==> src/common/video_window_two_pkg.sv <==
// constants, register map and stream carriers of the window-two selector
// assumes one 250 mhz clock and an avalon-mm slave with 32-bit data
package video_window_two_pkg;

  // widths of the window fields
  localparam int PIX_W = 11;
  localparam int LINE_W = 9;
  localparam int REG_W = 12;
  localparam int VID_W = 16;
  localparam int ADDR_W = 12;
  localparam int DATA_W = 32;
  localparam int IDX_W = 10;

  // register indices; byte address is four times the index
  localparam logic [IDX_W-1:0] IDX_ACT_FLAG = 10'h11f;
  localparam logic [IDX_W-1:0] IDX_VSTART = 10'h12a;
  localparam logic [IDX_W-1:0] IDX_VLINES_IN = 10'h12b;
  localparam logic [IDX_W-1:0] IDX_VLINES_OUT = 10'h12c;
  localparam logic [IDX_W-1:0] IDX_HSTART = 10'h12d;
  localparam logic [IDX_W-1:0] IDX_HLEN = 10'h12e;
  localparam logic [IDX_W-1:0] IDX_NPIX = 10'h12f;
  localparam logic [IDX_W-1:0] IDX_DEC_FRAMES = 10'h157;

  // reset values
  localparam logic [REG_W-1:0] RST_VSTART = 12'h011;
  localparam logic [REG_W-1:0] RST_VLINES_IN = 12'h1f4;
  localparam logic [REG_W-1:0] RST_VLINES_OUT = 12'h0f0;
  localparam logic [REG_W-1:0] RST_HSTART = 12'h000;
  localparam logic [REG_W-1:0] RST_HLEN = 12'h280;
  localparam logic [REG_W-1:0] RST_NPIX = 12'h280;
  localparam logic [REG_W-1:0] RST_DEC_FRAMES = 12'hbb8;

  // field positions
  localparam int TDEC_BIT = 9;
  localparam int FDIS_LSB = 10;
  localparam int ACT_DELAY_LSB = 1;

  // field disable codes
  localparam logic [1:0] FIELD_BOTH = 2'h0;
  localparam logic [1:0] FIELD_EVEN_ONLY = 2'h1;
  localparam logic [1:0] FIELD_ODD_ONLY = 2'h2;
  localparam logic [1:0] FIELD_OFF = 2'h3;

  // temporal decimation interval in frames
  localparam logic [REG_W-1:0] FRAME_INTERVAL = 12'hbb8;

  // lines per field of the two line standards
  localparam logic [LINE_W-1:0] LINES_625 = 9'h138;
  localparam logic [LINE_W-1:0] LINES_525 = 9'h106;

  // upstream pixel stream, same clock as the block
  typedef struct packed {
    logic valid;
    logic horizontal_reference;
    logic field_start;
    logic field_odd;
    logic [VID_W-1:0] data;
  } video_in_t;

  // windowed pixel stream towards the capture logic
  typedef struct packed {
    logic valid;
    logic active;
    logic [VID_W-1:0] data;
  } video_out_t;

  // register bus answer sequencing
  typedef enum logic {BUS_IDLE, BUS_DONE} bus_state_t;

endpackage

==> src/design/video_window_two_selector.sv <==
// window-two selector: vertical/field/frame/horizontal window of a stream
// assumes the upstream stream and line_std_525 come from sys_clk logic
//
// Contract
// - report active-flag delay after reference trailing edge
// - vertical start gives first active line
// - input line count spans active window lines
// - clamp start plus count to field length
// - decimation keeps programmed frames per 3000
// - field flags select odd, even, both, none
// - drop lines down to output line count
// - horizontal start crops pixels on the left
// - window length counted in scaled pixels
// - scale full active line to active pixels
//
// The Avalon-MM slave port was decided locally.
module video_window_two_selector
  import video_window_two_pkg::*;
(
  // clock and reset
  input wire logic sys_clk,
  input wire logic nrst,
  // avalon-mm register slave
  input wire logic [video_window_two_pkg::ADDR_W-1:0] avs_address,
  input wire logic avs_read,
  input wire logic avs_write,
  input wire logic [video_window_two_pkg::DATA_W-1:0] avs_writedata,
  input wire logic [3:0] avs_byteenable,
  output logic [video_window_two_pkg::DATA_W-1:0] avs_readdata,
  output logic avs_waitrequest,
  // line standard: high for 525-line, low for 625-line
  input wire logic line_std_525,
  // pixel streams
  input wire video_window_two_pkg::video_in_t vin,
  output video_window_two_pkg::video_out_t vout
);
  import video_window_two_pkg::*;

  // the counters and comparators below are sized from the package
  if (PIX_W < 2 || LINE_W < 2 || REG_W <= PIX_W) begin : g_chk
    $error("window field widths cannot be served");
  end

  // register bus

  bus_state_t bus_r;               // idle or answering
  bus_state_t bus_nxt;
  logic [DATA_W-1:0] rdata_r;      // read data, loaded on acceptance
  logic [DATA_W-1:0] rdata_nxt;
  logic [IDX_W-1:0] reg_idx;       // word index of the access
  logic req;                       // read or write pending
  logic wr_fire;                   // write takes effect this edge
  logic rd_take;                   // read data captured this edge

  assign reg_idx = avs_address[ADDR_W-1:2];
  assign req = avs_read | avs_write;
  // one wait cycle, then the answer; the master holds until then
  assign avs_waitrequest = req & (bus_r == BUS_IDLE);
  assign wr_fire = avs_write & (bus_r == BUS_DONE);
  assign rd_take = avs_read & (bus_r == BUS_IDLE);
  assign avs_readdata = rdata_r;

  // per-register address decodes for writes and the read mux
  logic hit_vstart;
  logic hit_vin;
  logic hit_vout;
  logic hit_hstart;
  logic hit_hlen;
  logic hit_npix;
  logic hit_dec;
  logic hit_act;

  assign hit_vstart = (reg_idx == IDX_VSTART);
  assign hit_vin = (reg_idx == IDX_VLINES_IN);
  assign hit_vout = (reg_idx == IDX_VLINES_OUT);
  assign hit_hstart = (reg_idx == IDX_HSTART);
  assign hit_hlen = (reg_idx == IDX_HLEN);
  assign hit_npix = (reg_idx == IDX_NPIX);
  assign hit_dec = (reg_idx == IDX_DEC_FRAMES);
  assign hit_act = (reg_idx == IDX_ACT_FLAG);

  // write data merged by byte lanes 0 and 1 (upper lanes hold nothing)
  function automatic logic [REG_W-1:0] merge(
    input logic [REG_W-1:0] old_v,
    input logic [DATA_W-1:0] wd,
    input logic [3:0] be
  );
    logic [REG_W-1:0] v;
    v = old_v;
    if (be[0]) begin
      v[7:0] = wd[7:0];
    end
    if (be[1]) begin
      v[REG_W-1:8] = wd[REG_W-1:8];
    end
    return v;
  endfunction

  // window parameters, all twelve bits kept; reserved bits are never
  // looked at, so a nonzero write there does no harm
  logic [REG_W-1:0] vstart_r;
  logic [REG_W-1:0] vlin_r;
  logic [REG_W-1:0] vlout_r;
  logic [REG_W-1:0] hstart_r;
  logic [REG_W-1:0] hlen_r;
  logic [REG_W-1:0] npix_r;
  logic [REG_W-1:0] dec_r;         // frames kept per interval

  // parameter writes take effect at once, also mid-field
  always_ff @(posedge sys_clk) begin
    if (!nrst) begin
      vstart_r <= RST_VSTART;
      vlin_r <= RST_VLINES_IN;
      vlout_r <= RST_VLINES_OUT;
      hstart_r <= RST_HSTART;
      hlen_r <= RST_HLEN;
      npix_r <= RST_NPIX;
      dec_r <= RST_DEC_FRAMES;
    end else if (wr_fire) begin
      if (hit_vstart) vstart_r <= merge(vstart_r, avs_writedata,
                                        avs_byteenable);
      if (hit_vin) vlin_r <= merge(vlin_r, avs_writedata, avs_byteenable);
      if (hit_vout) vlout_r <= merge(vlout_r, avs_writedata,
                                     avs_byteenable);
      if (hit_hstart) hstart_r <= merge(hstart_r, avs_writedata,
                                        avs_byteenable);
      if (hit_hlen) hlen_r <= merge(hlen_r, avs_writedata, avs_byteenable);
      if (hit_npix) npix_r <= merge(npix_r, avs_writedata, avs_byteenable);
      if (hit_dec) dec_r <= merge(dec_r, avs_writedata, avs_byteenable);
    end
  end

  // fields in use
  logic [LINE_W-1:0] vbeg;
  logic [LINE_W-1:0] vlinei;
  logic [LINE_W-1:0] vlineo;
  logic tdec_en;
  logic [1:0] fdis;
  logic [PIX_W-1:0] hbeg;
  logic [PIX_W-1:0] hlen;
  logic [PIX_W-1:0] npix;

  assign vbeg = vstart_r[LINE_W-1:0];
  assign vlinei = vlin_r[LINE_W-1:0];
  assign vlineo = vlout_r[LINE_W-1:0];
  assign tdec_en = vlin_r[TDEC_BIT];
  assign fdis = vlin_r[FDIS_LSB +: 2];
  assign hbeg = hstart_r[PIX_W-1:0];
  assign hlen = hlen_r[PIX_W-1:0];
  assign npix = npix_r[PIX_W-1:0];

  // measured delay, shown in the read-only position register
  logic [PIX_W-1:0] act_delay_r;

  // read mux: only the position and the decimation count read back,
  // write-only and unmapped words read as zero
  always_comb begin
    rdata_nxt = '0;
    if (hit_act) begin
      rdata_nxt[ACT_DELAY_LSB +: PIX_W] = act_delay_r;
    end else if (hit_dec) begin
      rdata_nxt[REG_W-1:0] = dec_r;
    end
  end

  // bus sequencer: accept, then answer one cycle later
  always_comb begin
    case (bus_r)
      BUS_IDLE: bus_nxt = req ? BUS_DONE : BUS_IDLE;
      BUS_DONE: bus_nxt = BUS_IDLE;
      default: bus_nxt = BUS_IDLE;
    endcase
  end

  // bus state and read data
  always_ff @(posedge sys_clk) begin
    if (!nrst) begin
      bus_r <= BUS_IDLE;
      rdata_r <= '0;
    end else begin
      bus_r <= bus_nxt;
      if (rd_take) rdata_r <= rdata_nxt;
    end
  end

  // stream timing

  logic ref_q;                     // reference of the previous cycle
  logic ref_rise;
  logic ref_fall;
  logic pix_in;                    // an input pixel of the active line

  assign ref_rise = vin.horizontal_reference & ~ref_q;
  assign ref_fall = ~vin.horizontal_reference & ref_q;
  assign pix_in = vin.valid & vin.horizontal_reference;

  // vertical window

  logic [LINE_W-1:0] line_r;       // line number within the field
  logic [LINE_W-1:0] line_cur;     // number of the line now running
  logic [LINE_W-1:0] max_lines;
  logic [LINE_W-1:0] room;         // lines left from the start line
  logic [LINE_W-1:0] vlinei_eff;   // input span after correction
  logic [LINE_W:0] vend;           // first line past the window
  logic in_vwin;

  assign line_cur = ref_rise ? LINE_W'(line_r + 1'b1) : line_r;
  assign max_lines = line_std_525 ? LINES_525 : LINES_625;
  assign room = (vbeg >= max_lines) ? '0 : LINE_W'(max_lines - vbeg);
  // a span running past the field end is cut to the field
  assign vlinei_eff = (vlinei > room) ? room : vlinei;
  assign vend = {1'b0, vbeg} + {1'b0, vlinei_eff};
  // window is [start, start + span) in field line numbers
  assign in_vwin = ({1'b0, line_cur} >= {1'b0, vbeg}) &&
                   ({1'b0, line_cur} < vend);

  // line counter, restarts at each field
  always_ff @(posedge sys_clk) begin
    if (!nrst) begin
      ref_q <= 1'b0;
      line_r <= '0;
    end else begin
      ref_q <= vin.horizontal_reference;
      if (vin.field_start) begin
        line_r <= '0;
      end else if (ref_rise && line_r != '1) begin
        line_r <= line_cur;
      end
    end
  end

  // uniform line dropping from the span down to the output count;
  // output count above the span just keeps every line
  logic line_keep;
  keep_ratio #(.W(LINE_W)) u_line_drop (
    .sys_clk(sys_clk),
    .nrst(nrst),
    .restart(vin.field_start),
    .step(ref_rise & in_vwin),
    .num(vlineo),
    .den(vlinei_eff),
    .keep(line_keep)
  );

  // field selection
  logic field_ok;
  always_comb begin
    case (fdis)
      FIELD_BOTH: field_ok = 1'b1;
      FIELD_EVEN_ONLY: field_ok = ~vin.field_odd;
      FIELD_ODD_ONLY: field_ok = vin.field_odd;
      FIELD_OFF: field_ok = 1'b0;
      default: field_ok = 1'b0;
    endcase
  end

  // temporal decimation: a frame begins with its odd field, and both
  // fields of a frame share one decision
  logic frame_step;
  logic frame_pick;
  logic frame_keep;
  assign frame_step = vin.field_start & vin.field_odd;
  keep_ratio #(.W(REG_W)) u_frame_drop (
    .sys_clk(sys_clk),
    .nrst(nrst),
    .restart(1'b0),
    .step(frame_step),
    .num(dec_r),
    .den(FRAME_INTERVAL),
    .keep(frame_pick)
  );
  // with decimation off every frame passes
  assign frame_keep = ~tdec_en | frame_pick;

  // horizontal scaling and window

  logic [PIX_W-1:0] pin_r;         // input pixels seen in this line
  logic [PIX_W-1:0] prev_len_r;    // input pixels of the last line
  logic [PIX_W-1:0] sc_r;          // scaled pixels kept so far
  logic [PIX_W-1:0] sc_cur;        // scaled index of this pixel
  logic [PIX_W:0] hend;
  logic pix_keep;
  logic in_hwin;

  // scaling drops pixels evenly so the line shrinks to npix; it only
  // shrinks, and the ratio follows the previous line's length, so the
  // first line after a length change may come out uneven
  keep_ratio #(.W(PIX_W)) u_pix_drop (
    .sys_clk(sys_clk),
    .nrst(nrst),
    .restart(ref_rise),
    .step(pix_in),
    .num(npix),
    .den(prev_len_r),
    .keep(pix_keep)
  );

  assign sc_cur = ref_rise ? '0 : sc_r;
  assign hend = {1'b0, hbeg} + {1'b0, hlen};
  // crop hbeg on the left, pass hlen, never past npix
  assign in_hwin = ({1'b0, sc_cur} >= {1'b0, hbeg}) &&
                   ({1'b0, sc_cur} < hend) &&
                   (sc_cur < npix);

  // pixel counters, cleared at the start of each line
  always_ff @(posedge sys_clk) begin
    if (!nrst) begin
      pin_r <= '0;
      prev_len_r <= '0;
      sc_r <= '0;
    end else begin
      if (ref_rise) begin
        pin_r <= pix_in ? PIX_W'(1) : '0;
      end else if (pix_in && pin_r != '1) begin
        pin_r <= pin_r + 1'b1;
      end
      if (ref_fall) prev_len_r <= pin_r;
      if (pix_in && pix_keep && sc_cur != '1) begin
        sc_r <= sc_cur + 1'b1;
      end else if (ref_rise) begin
        sc_r <= '0;
      end
    end
  end

  // pass decision and output stage

  logic go;
  assign go = pix_in & pix_keep & in_hwin & in_vwin & line_keep &
              field_ok & frame_keep;

  // output registers: data only changes on a passed pixel
  always_ff @(posedge sys_clk) begin
    if (!nrst) begin
      vout.valid <= 1'b0;
      vout.active <= 1'b0;
      vout.data <= '0;
    end else begin
      vout.valid <= go;
      vout.active <= go;
      if (go) vout.data <= vin.data;
    end
  end

  // active-flag position: cycles from the reference trailing edge to
  // the first passed pixel of the next line; saturates at all ones
  logic [PIX_W-1:0] dcnt_r;
  logic armed_r;
  always_ff @(posedge sys_clk) begin
    if (!nrst) begin
      dcnt_r <= '0;
      armed_r <= 1'b0;
      act_delay_r <= '0;
    end else if (ref_fall) begin
      dcnt_r <= '0;
      armed_r <= 1'b1;
    end else if (armed_r) begin
      if (dcnt_r != '1) dcnt_r <= dcnt_r + 1'b1;
      if (go) begin
        act_delay_r <= dcnt_r;
        armed_r <= 1'b0;
      end
    end
  end

endmodule // video_window_two_selector

==> src/design/keep_ratio.sv <==
// keeps num of every den events, spread evenly (bresenham style)
// assumes restart is a one-cycle pulse on sys_clk; step may stay high, one event per cycle
module keep_ratio #(
  parameter int W = 12
) (
  // clock and reset
  input wire logic sys_clk,
  input wire logic nrst,
  // events
  input wire logic restart,
  input wire logic step,
  // ratio
  input wire logic [W-1:0] num,
  input wire logic [W-1:0] den,
  // decision for the current event, held until the next
  output logic keep
);

  logic [W-1:0] acc_r;      // running error term, always below den
  logic [W-1:0] acc_nxt;
  logic keep_r;             // decision of the last event
  logic [W-1:0] acc_base;   // restart clears before the step adds
  logic [W-1:0] num_eff;    // no interpolation: never keep more than all
  logic [W:0] sum;
  logic hit;

  assign acc_base = restart ? '0 : acc_r;
  assign num_eff = (num > den) ? den : num;
  assign sum = {1'b0, acc_base} + {1'b0, num_eff};
  assign hit = (sum >= {1'b0, den});
  assign acc_nxt = hit ? W'(sum - {1'b0, den}) : W'(sum);
  // combinational so the event cycle itself already sees its decision
  assign keep = step ? hit : keep_r;

  // error term and held decision
  always_ff @(posedge sys_clk) begin
    if (!nrst) begin
      acc_r <= '0;
      keep_r <= 1'b0;
    end else if (step) begin
      acc_r <= acc_nxt;
      keep_r <= hit;
    end else if (restart) begin
      acc_r <= '0;
    end
  end

endmodule // keep_ratio

==> config.mk <==
export PLATFORM = sky130hd
export DESIGN_NAME = video_window_two_selector
export DESIGN_NICKNAME = d
export VERILOG_FILES = /design/src/common/video_window_two_pkg.sv /design/src/design/video_window_two_selector.sv /design/src/design/keep_ratio.sv
export SDC_FILE = /design/constraint.sdc
export NUM_CORES = 1
export LEC_CHECK = 0
export BUFFER_PORTS_ARGS = -buffer_cell sky130_fd_sc_hd__buf_4
export CAP_MARGIN = 20
export CORE_MARGIN = 2
export CORE_UTILIZATION = 55
export DETAILED_ROUTE_END_ITERATION = 7
export PLACE_DENSITY = 0.82
export SLEW_MARGIN = 0
export SYNTH_ARGS = -nofsm -noshare
export SYNTH_HDL_FRONTEND = slang
export SYNTH_SLANG_ARGS = --single-unit
==> constraint.sdc <==
create_clock -name sys_clk -period 13.1 [get_ports sys_clk]
set_input_delay 2.62 -clock sys_clk [delete_from_list [all_inputs] [get_ports sys_clk]]
set_output_delay 2.62 -clock sys_clk [all_outputs]
set_load 0.005 [all_outputs]
# Yosys cells after proc, flatten, opt, wreduce, memory -nomap -nowiden
# Index checks and enable logic that the tools add are counted.
# word_totals
reg_bits,206
latchBits,0
ramBits,0
romBits,0
in_bits,73
output_inout_bits,51
word_cells,154
memories,0
# classes
addsub,13
n_mul,0
n_div,0
magnitude_cmp,13
n_eq_ne,15
shift,0
muxes,31
bitwise,23
n_reduce_logical,27
# ops
cell,n
2-to-1 mux 11 bit,9
== test 10 x 9 -> 1 bit (second input constant),8
2-to-1 mux 9 bit,7
AND reduction 3 bit,15
2-to-1 mux 12 bit,3
adder 11 x 1 -> 11 bit (second input constant),3
!= test 11 bit (second input constant),3
adder 11 x 11 -> 12 bit,2
adder 9 x 9 -> 10 bit,2
>= comparator 9 bit,2
greater-than comparator 9 bit,2
subtractor 9 bit,2
AND 1 bit,14
adder 12 x 12 -> 13 bit,1
>= comparator 13 x 12 -> 1 bit (second input constant),1
>= comparator 12 x 11 -> 1 bit,1
greater-than comparator 12 bit (second input constant),1
< comparator 11 x 12 -> 1 bit,1
subtractor 12 bit (second input constant),1
>= comparator 11 bit,1
greater-than comparator 11 bit,1
< comparator 11 bit,1
subtractor 11 bit,1
>= comparator 10 x 9 -> 1 bit,1
16 further kinds,39

# Longest topological paths before layout
# logic_depth
ltp_word,16
depth_mapped,54
ltp_nobuf,49

# Cells and area by module
# A second synthesis with hierarchy kept.
# unflattened
hier_cells,1897
hier_area_um2,15797.7
# modules_own_cells
mod,n_inst,cells_each,area_per_inst_um2,seq_area_each_um2
video_window_two_selector,1,1154,9840.7,3423.3
keep_ratio (u_frame_drop),1,275,2253.4,260.2
keep_ratio (u_pix_drop),1,259,2042.0,240.2
keep_ratio (u_line_drop),1,209,1661.6,200.2

# Least setup slack after synthesis
# OpenSTA, ideal clock, no wires.
# synth_timing
path_type,in2reg
startpoint,in line_std_525
endpoint,reg vout[15] in the netlist's numbering
setup_time_ps,128
t_arrival_ps,11613
t_required_ps,12972
path_slack_ps,1360
path_stages,52
n_path_buf,5
path_cell_list,ha_1 nor2b_1 o21ai_1 a21oi_1 or2_1 o31ai_1 o21a_1 nor2_1 inv_1 ha_1 nor2b_1 o21a_1 o21a_1 o21ai_1 nand2_1 a221oi_1 a41o_1 clkbuf_1 (+16 left out) inv_1 a21o_1 a21oi_1 o21bai_1 a21o_1 xor2_1 ha_1 nand2_1 o21ai_0 or3_1 a221o_1 clkbuf_1 o21a_1 o2111ai_4 buf_6 buf_6 mux2i_1 nor2_1
# synth_via
elab_chain_len,13
word_cells_on_any_way,19
classes_between,3 x add/sub; 5 x order compare; 5 x mux; 5 x bitwise; 1 x reduce/logical
# synth_rtl
item,line,text
start: declaration,video_window_two_selector.sv:32,"input wire logic line_std_525,"
2-to-1 mux 6 bit *,video_window_two_selector.sv:208,assign max_lines = line_std_525 ? LINES_525 : LINES_625;
subtractor 9 bit / >= comparator 9 bit (equally long branches),video_window_two_selector.sv:209,assign room = (vbeg >= max_lines) ? '0 : LINE_W'(max_lines - vbeg);
2-to-1 mux 9 bit *,video_window_two_selector.sv:209,
greater-than comparator 9 bit,video_window_two_selector.sv:211,assign vlinei_eff = (vlinei > room) ? room : vlinei;
2-to-1 mux 9 bit *,video_window_two_selector.sv:211,
greater-than comparator 9 bit / adder 9 x 9 -> 10 bit (equally long branches),"keep_ratio.sv:28, video_window_two_selector.sv:212",
2-to-1 mux 9 bit / < comparator 9 x 10 -> 1 bit (equally long branches),"keep_ratio.sv:28, video_window_two_selector.sv:215",
adder 9 x 9 -> 10 bit / logical AND 1 bit (equally long branches),"keep_ratio.sv:29, video_window_two_selector.sv:214",
>= comparator 10 x 9 -> 1 bit / AND 1 bit (equally long branches),"keep_ratio.sv:30, video_window_two_selector.sv:239",
2-to-1 mux 1 bit,keep_ratio.sv:33,assign keep = step ? hit : keep_r;
AND 1 bit * (2 in series),video_window_two_selector.sv:329,assign go = pix_in & pix_keep & in_hwin & in_vwin & line_keep &
AND 1 bit *,video_window_two_selector.sv:330,field_ok & frame_keep;
end: declaration,video_window_two_selector.sv:35,output video_window_two_pkg::video_out_t vout
# Every way passes the cells marked *; elsewhere a longest branch is shown, timed or not.
# A chain may end at the register's enable or synchronous reset.

# Final worst setup path
# layout_timing
startpoint,in line_std_525
endpoint,reg act_delay_r[0]
# layout_via
elab_chain_len,14
word_cells_on_any_way,20
classes_between,3 x add/sub; 5 x order compare; 5 x mux; 5 x bitwise; 2 x reduce/logical
# layout_rtl
item,line,text
2-to-1 mux 6 bit *,video_window_two_selector.sv:208,
subtractor 9 bit / >= comparator 9 bit (equally long branches),video_window_two_selector.sv:209,
2-to-1 mux 9 bit *,video_window_two_selector.sv:209,
greater-than comparator 9 bit,video_window_two_selector.sv:211,
2-to-1 mux 9 bit *,video_window_two_selector.sv:211,
greater-than comparator 9 bit / adder 9 x 9 -> 10 bit (equally long branches),"keep_ratio.sv:28, video_window_two_selector.sv:212",
2-to-1 mux 9 bit / < comparator 9 x 10 -> 1 bit (equally long branches),"keep_ratio.sv:28, video_window_two_selector.sv:215",
adder 9 x 9 -> 10 bit / logical AND 1 bit (equally long branches),"keep_ratio.sv:29, video_window_two_selector.sv:214",
>= comparator 10 x 9 -> 1 bit / AND 1 bit (equally long branches),"keep_ratio.sv:30, video_window_two_selector.sv:239",
2-to-1 mux 1 bit,keep_ratio.sv:33,
AND 1 bit * (2 in series),video_window_two_selector.sv:329,
AND 1 bit *,video_window_two_selector.sv:330,
AND reduction 3 bit (no line) *,--,
end signal: assignment,video_window_two_selector.sv:360,act_delay_r <= dcnt_r;
end: declaration,video_window_two_selector.sv:153,logic [PIX_W-1:0] act_delay_r;
# Marked as above.

==> results.yml <==
pwr:
  vdd_drop_max_mv: 0.140
  combinationalPowerShare_pct: 24.8
  seqPwrFrac_pct: 34.1
  p_int_mw: 1.34
  p_switching_mw: 0.559
  swShare_pct: 29.4
  p_clk_share_pct: 41.1
  leakage_nw: 6.96
  p_per_area_mw_per_mm2: 118
route:
  wl_um: 35000
  wire_per_inst_um: 16.3
  viasPerCell: 5.79
  drtAntennaViolNets: 0
  drt_pass1_iterations: 5
  drt_first_iter_violations: 935
  num_vias: 12400
  drcViolationCount: 0
synth:
  ys_seq_area_share_pct: 28.6
  synth_area_leaders: "dfxtp_1 (29%), ha_1 (14%), mux2i_1 (7.3%), nor2_1 (5.0%), a21oi_1 (4.3%)"
  synthCells: 1742
  synth_enable_flop_cells: 0
  yosys.area.top_type: "dfxtp_1"
  synth-async-reset-ratio_pct: 0
  synth_seq_cells: 205
  synthFlopType: "dfxtp_1"
  ys_warn_count: 0
  netlist-cell-type-count: 82
  avgSynthCellArea_um2: 8.25
  netlist.area_leader.share_pct: 28.6
  synth.cell_area_mm2: 0.0144
clock_tree:
  cts_buffer_depth: 3
  cts_buffers: 25
  cts_tree: "done"
  clk_latency_ns: 0.54
  path_clk_slew_ns: 0.06
  ctsHoldBuffers: 0
  clock_sinks: 205
  ctsResizeCount: 0
  post-cts-setup-buffers: 0
  htree_levels: 1
  cts_root_buf: "clkbuf_16"
global_routing:
  grt_max_degree: 74
  grt_overflow: 0
  grt_pass1_wl_um: 57900
  grt_util_all_layers_pct: 24.7
  antenna_found_initial: 0
  grt_pass1_vias: 12000
setup_path:
  required_ns: 13.56
  max_stage_delay_ns: 0.50
  ff2ff_setup_slack_ns: 2.42
  cp_data_arrival_time_ns: 12.81
  r2r_start: "vstart_r[1]$_SDFFE_PN0P_"
  critical_path.most_common_cell: "o21a_1"
  path_class: "input pin to register"
  crit_cells: 49
  cp_max_fo: 24
  reg2regPathDepth: 49
  r2r-end: "act_delay_r[0]$_SDFFE_PN0P_"
  path_delay_family: "compound AO/OA/AOI/OAI gates"
  path_buf_inv: 6
  end_kind: "register"
  startpoint_type: "input pin"
  cp_slowest_cell: "or3_1"
placement:
  hpwl_um: 25700
  portBuffers: 79
  place_ws_ns: 0.359
  place.gp.congestion: 0.934
sta:
  worstMarginPinSlew_ns: 0.990
  setup_ws_ns: 0.747
  period_needed_ns: 12.35
  fin_crit_sh_pct: 94.3
  max_slew_margin_pct: 33.8
  finalHoldViolCount: 0
  final.setup.tns_ns: 0
  setup_violations: 0
  fmaxAchievable_mhz: 81.0
  rsz0062_at_grt: "false"
  final_max_slew_viol_count: 0
  fin_skew_ns: 0.0214
run_status:
  status: "completed"
finish:
  mostFrequentLayoutCells: "dfxtp_1 (205), nor2_1 (193), ha_1 (161), nand2_1 (147), a21oi_1 (123)"
  nNetsFinal: 2034
  diodes: 0
  layout-drive-gt1-share_pct: 9.67
  fill_cells: 2139
  final_common_cell: "dfxtp_1"
  areaGrowthSynthToFinish_pct: 11.8
job:
  maxCapViolations: 0
floorplan:
  initial_core_util_pct: 55.6
  die_area_mm2: 0.0274
  rows: 59
  coreArea_mm2: 0.0258
  die_y_um: 166
  num_io_pins: 124
  die_x_um: 166
worst_hold_path:
  min_delay_worst_endpoint: "prev_len_r[8]$_SDFFE_PN0P_"
  hold-path-cell-count: 2
  hold_class: "register to register"
  min-delay-start: "prev_len_r[8]$_SDFFE_PN0P_"
-- metal layers --
metal	track usage (%)	part of all wire, %	vias up
li1	-	-	6171
met1	31.9	44	5769
met2	42.0	46	395
met3	4.04	6.5	86
met4	8.28	3.2	0
met5	0	0	-
-- synthesized netlist by cell type, types with 30 or more instances --
| master | count |
|---|---|
| nor3_1 | 33 |
| and2_1 | 30 |
| a21oi_1 | 123 |
| nand2_1 | 147 |
| mux2i_1 | 105 |
| nor2b_1 | 36 |
| xor2_1 | 32 |
| inv_1 | 114 |
| nand3_1 | 38 |
| dfxtp_1 | 205 |
| nor2_1 | 193 |
| ha_1 | 161 |
| o21ai_0 | 50 |
| xnor2_1 | 57 |
| clkbuf_1 | 58 |
-- stage by stage --
stage	power [mW]	utilization [%]	hold WS [ns]	instances	instance area [um^2]
after global placement	1.11	58.4	0.441	2098	15100
after global routing	1.98	62.2	0.478	2145	16100
after floorplan	1.03	-	0.431	1761	14400
final	1.90	62.2	0.454	2145	16100
after CTS	1.91	62.1	0.456	2144	16100
after detailed placement	1.12	58.4	0.448	2099	15100
-- kinds of logic (layout without fill, tap and decap cells) --
| kind of cell | count (synthesis) | in the layout | share of synthesized area [%] |
|---|---|---|---|
| DFF | 205 | 205 | 28.6 |
| adders and majority gates | 169 | 169 | 15.1 |
| AOI/OAI and AO/OA | 355 | 355 | 16.0 |
| and+or+nand+nor | 595 | 595 | 19.7 |
| buffers and inverters | 202 | 251 | 6.12 |
| xor gates and xnor gates | 89 | 89 | 5.43 |
| muxes | 126 | 126 | 8.96 |
| other | 1 | 20 | 0.0261 |
-- power by group through the flow --
stage	clock network (mW)	registers, mW	logic (mW)
global route	0.816	0.649	0.519
detailed placement	0	0.661	0.460
global placement	0	0.661	0.447
CTS	0.793	0.648	0.465
finish	0.782	0.648	0.471
floorplan	0	0.659	0.368
-- how the worst max path moves through the flow --
stage	startpoint	end	slack [ns]
final	line_std_525	act_delay_r[0]$_SDFFE_PN0P_	0.75
after CTS	line_std_525	act_delay_r[0]$_SDFFE_PN0P_	0.82
after global placement	line_std_525	act_delay_r[10]$_SDFFE_PN0P_	0.61
after detailed placement	line_std_525	act_delay_r[7]$_SDFFE_PN0P_	0.36
after floorplan	line_std_525	vout[15]$_SDFFE_PN0P_	1.36
after global routing	line_std_525	act_delay_r[8]$_SDFFE_PN0P_	0.10
-- registers in the layout (all words and copies together) (netlist names), 12 cells and up --
register and cells:
u_frame_drop.acc_r 12, vout 17, avs_readdata 12, vlin_r 12, dec_r 12
-- tightest hold or removal path: cells and delay by family, from the launching register on --
family	cells	cell delay, ns
compound gates	1	0.05
flops	1	0.30
simple gates	1	0.05
-- area by class of cell --
type	count	area (um^2)	area share, %
multi-input combinational	1354	9460	58.9
sequential	205	4100	25.6
clock buffer	34	719	4.48
timing repair buffer	91	699	4.35
inverter	115	434	2.70
tap	335	419	2.61
clock inverter	11	230	1.43
Power figures use the tool's default switching activity.
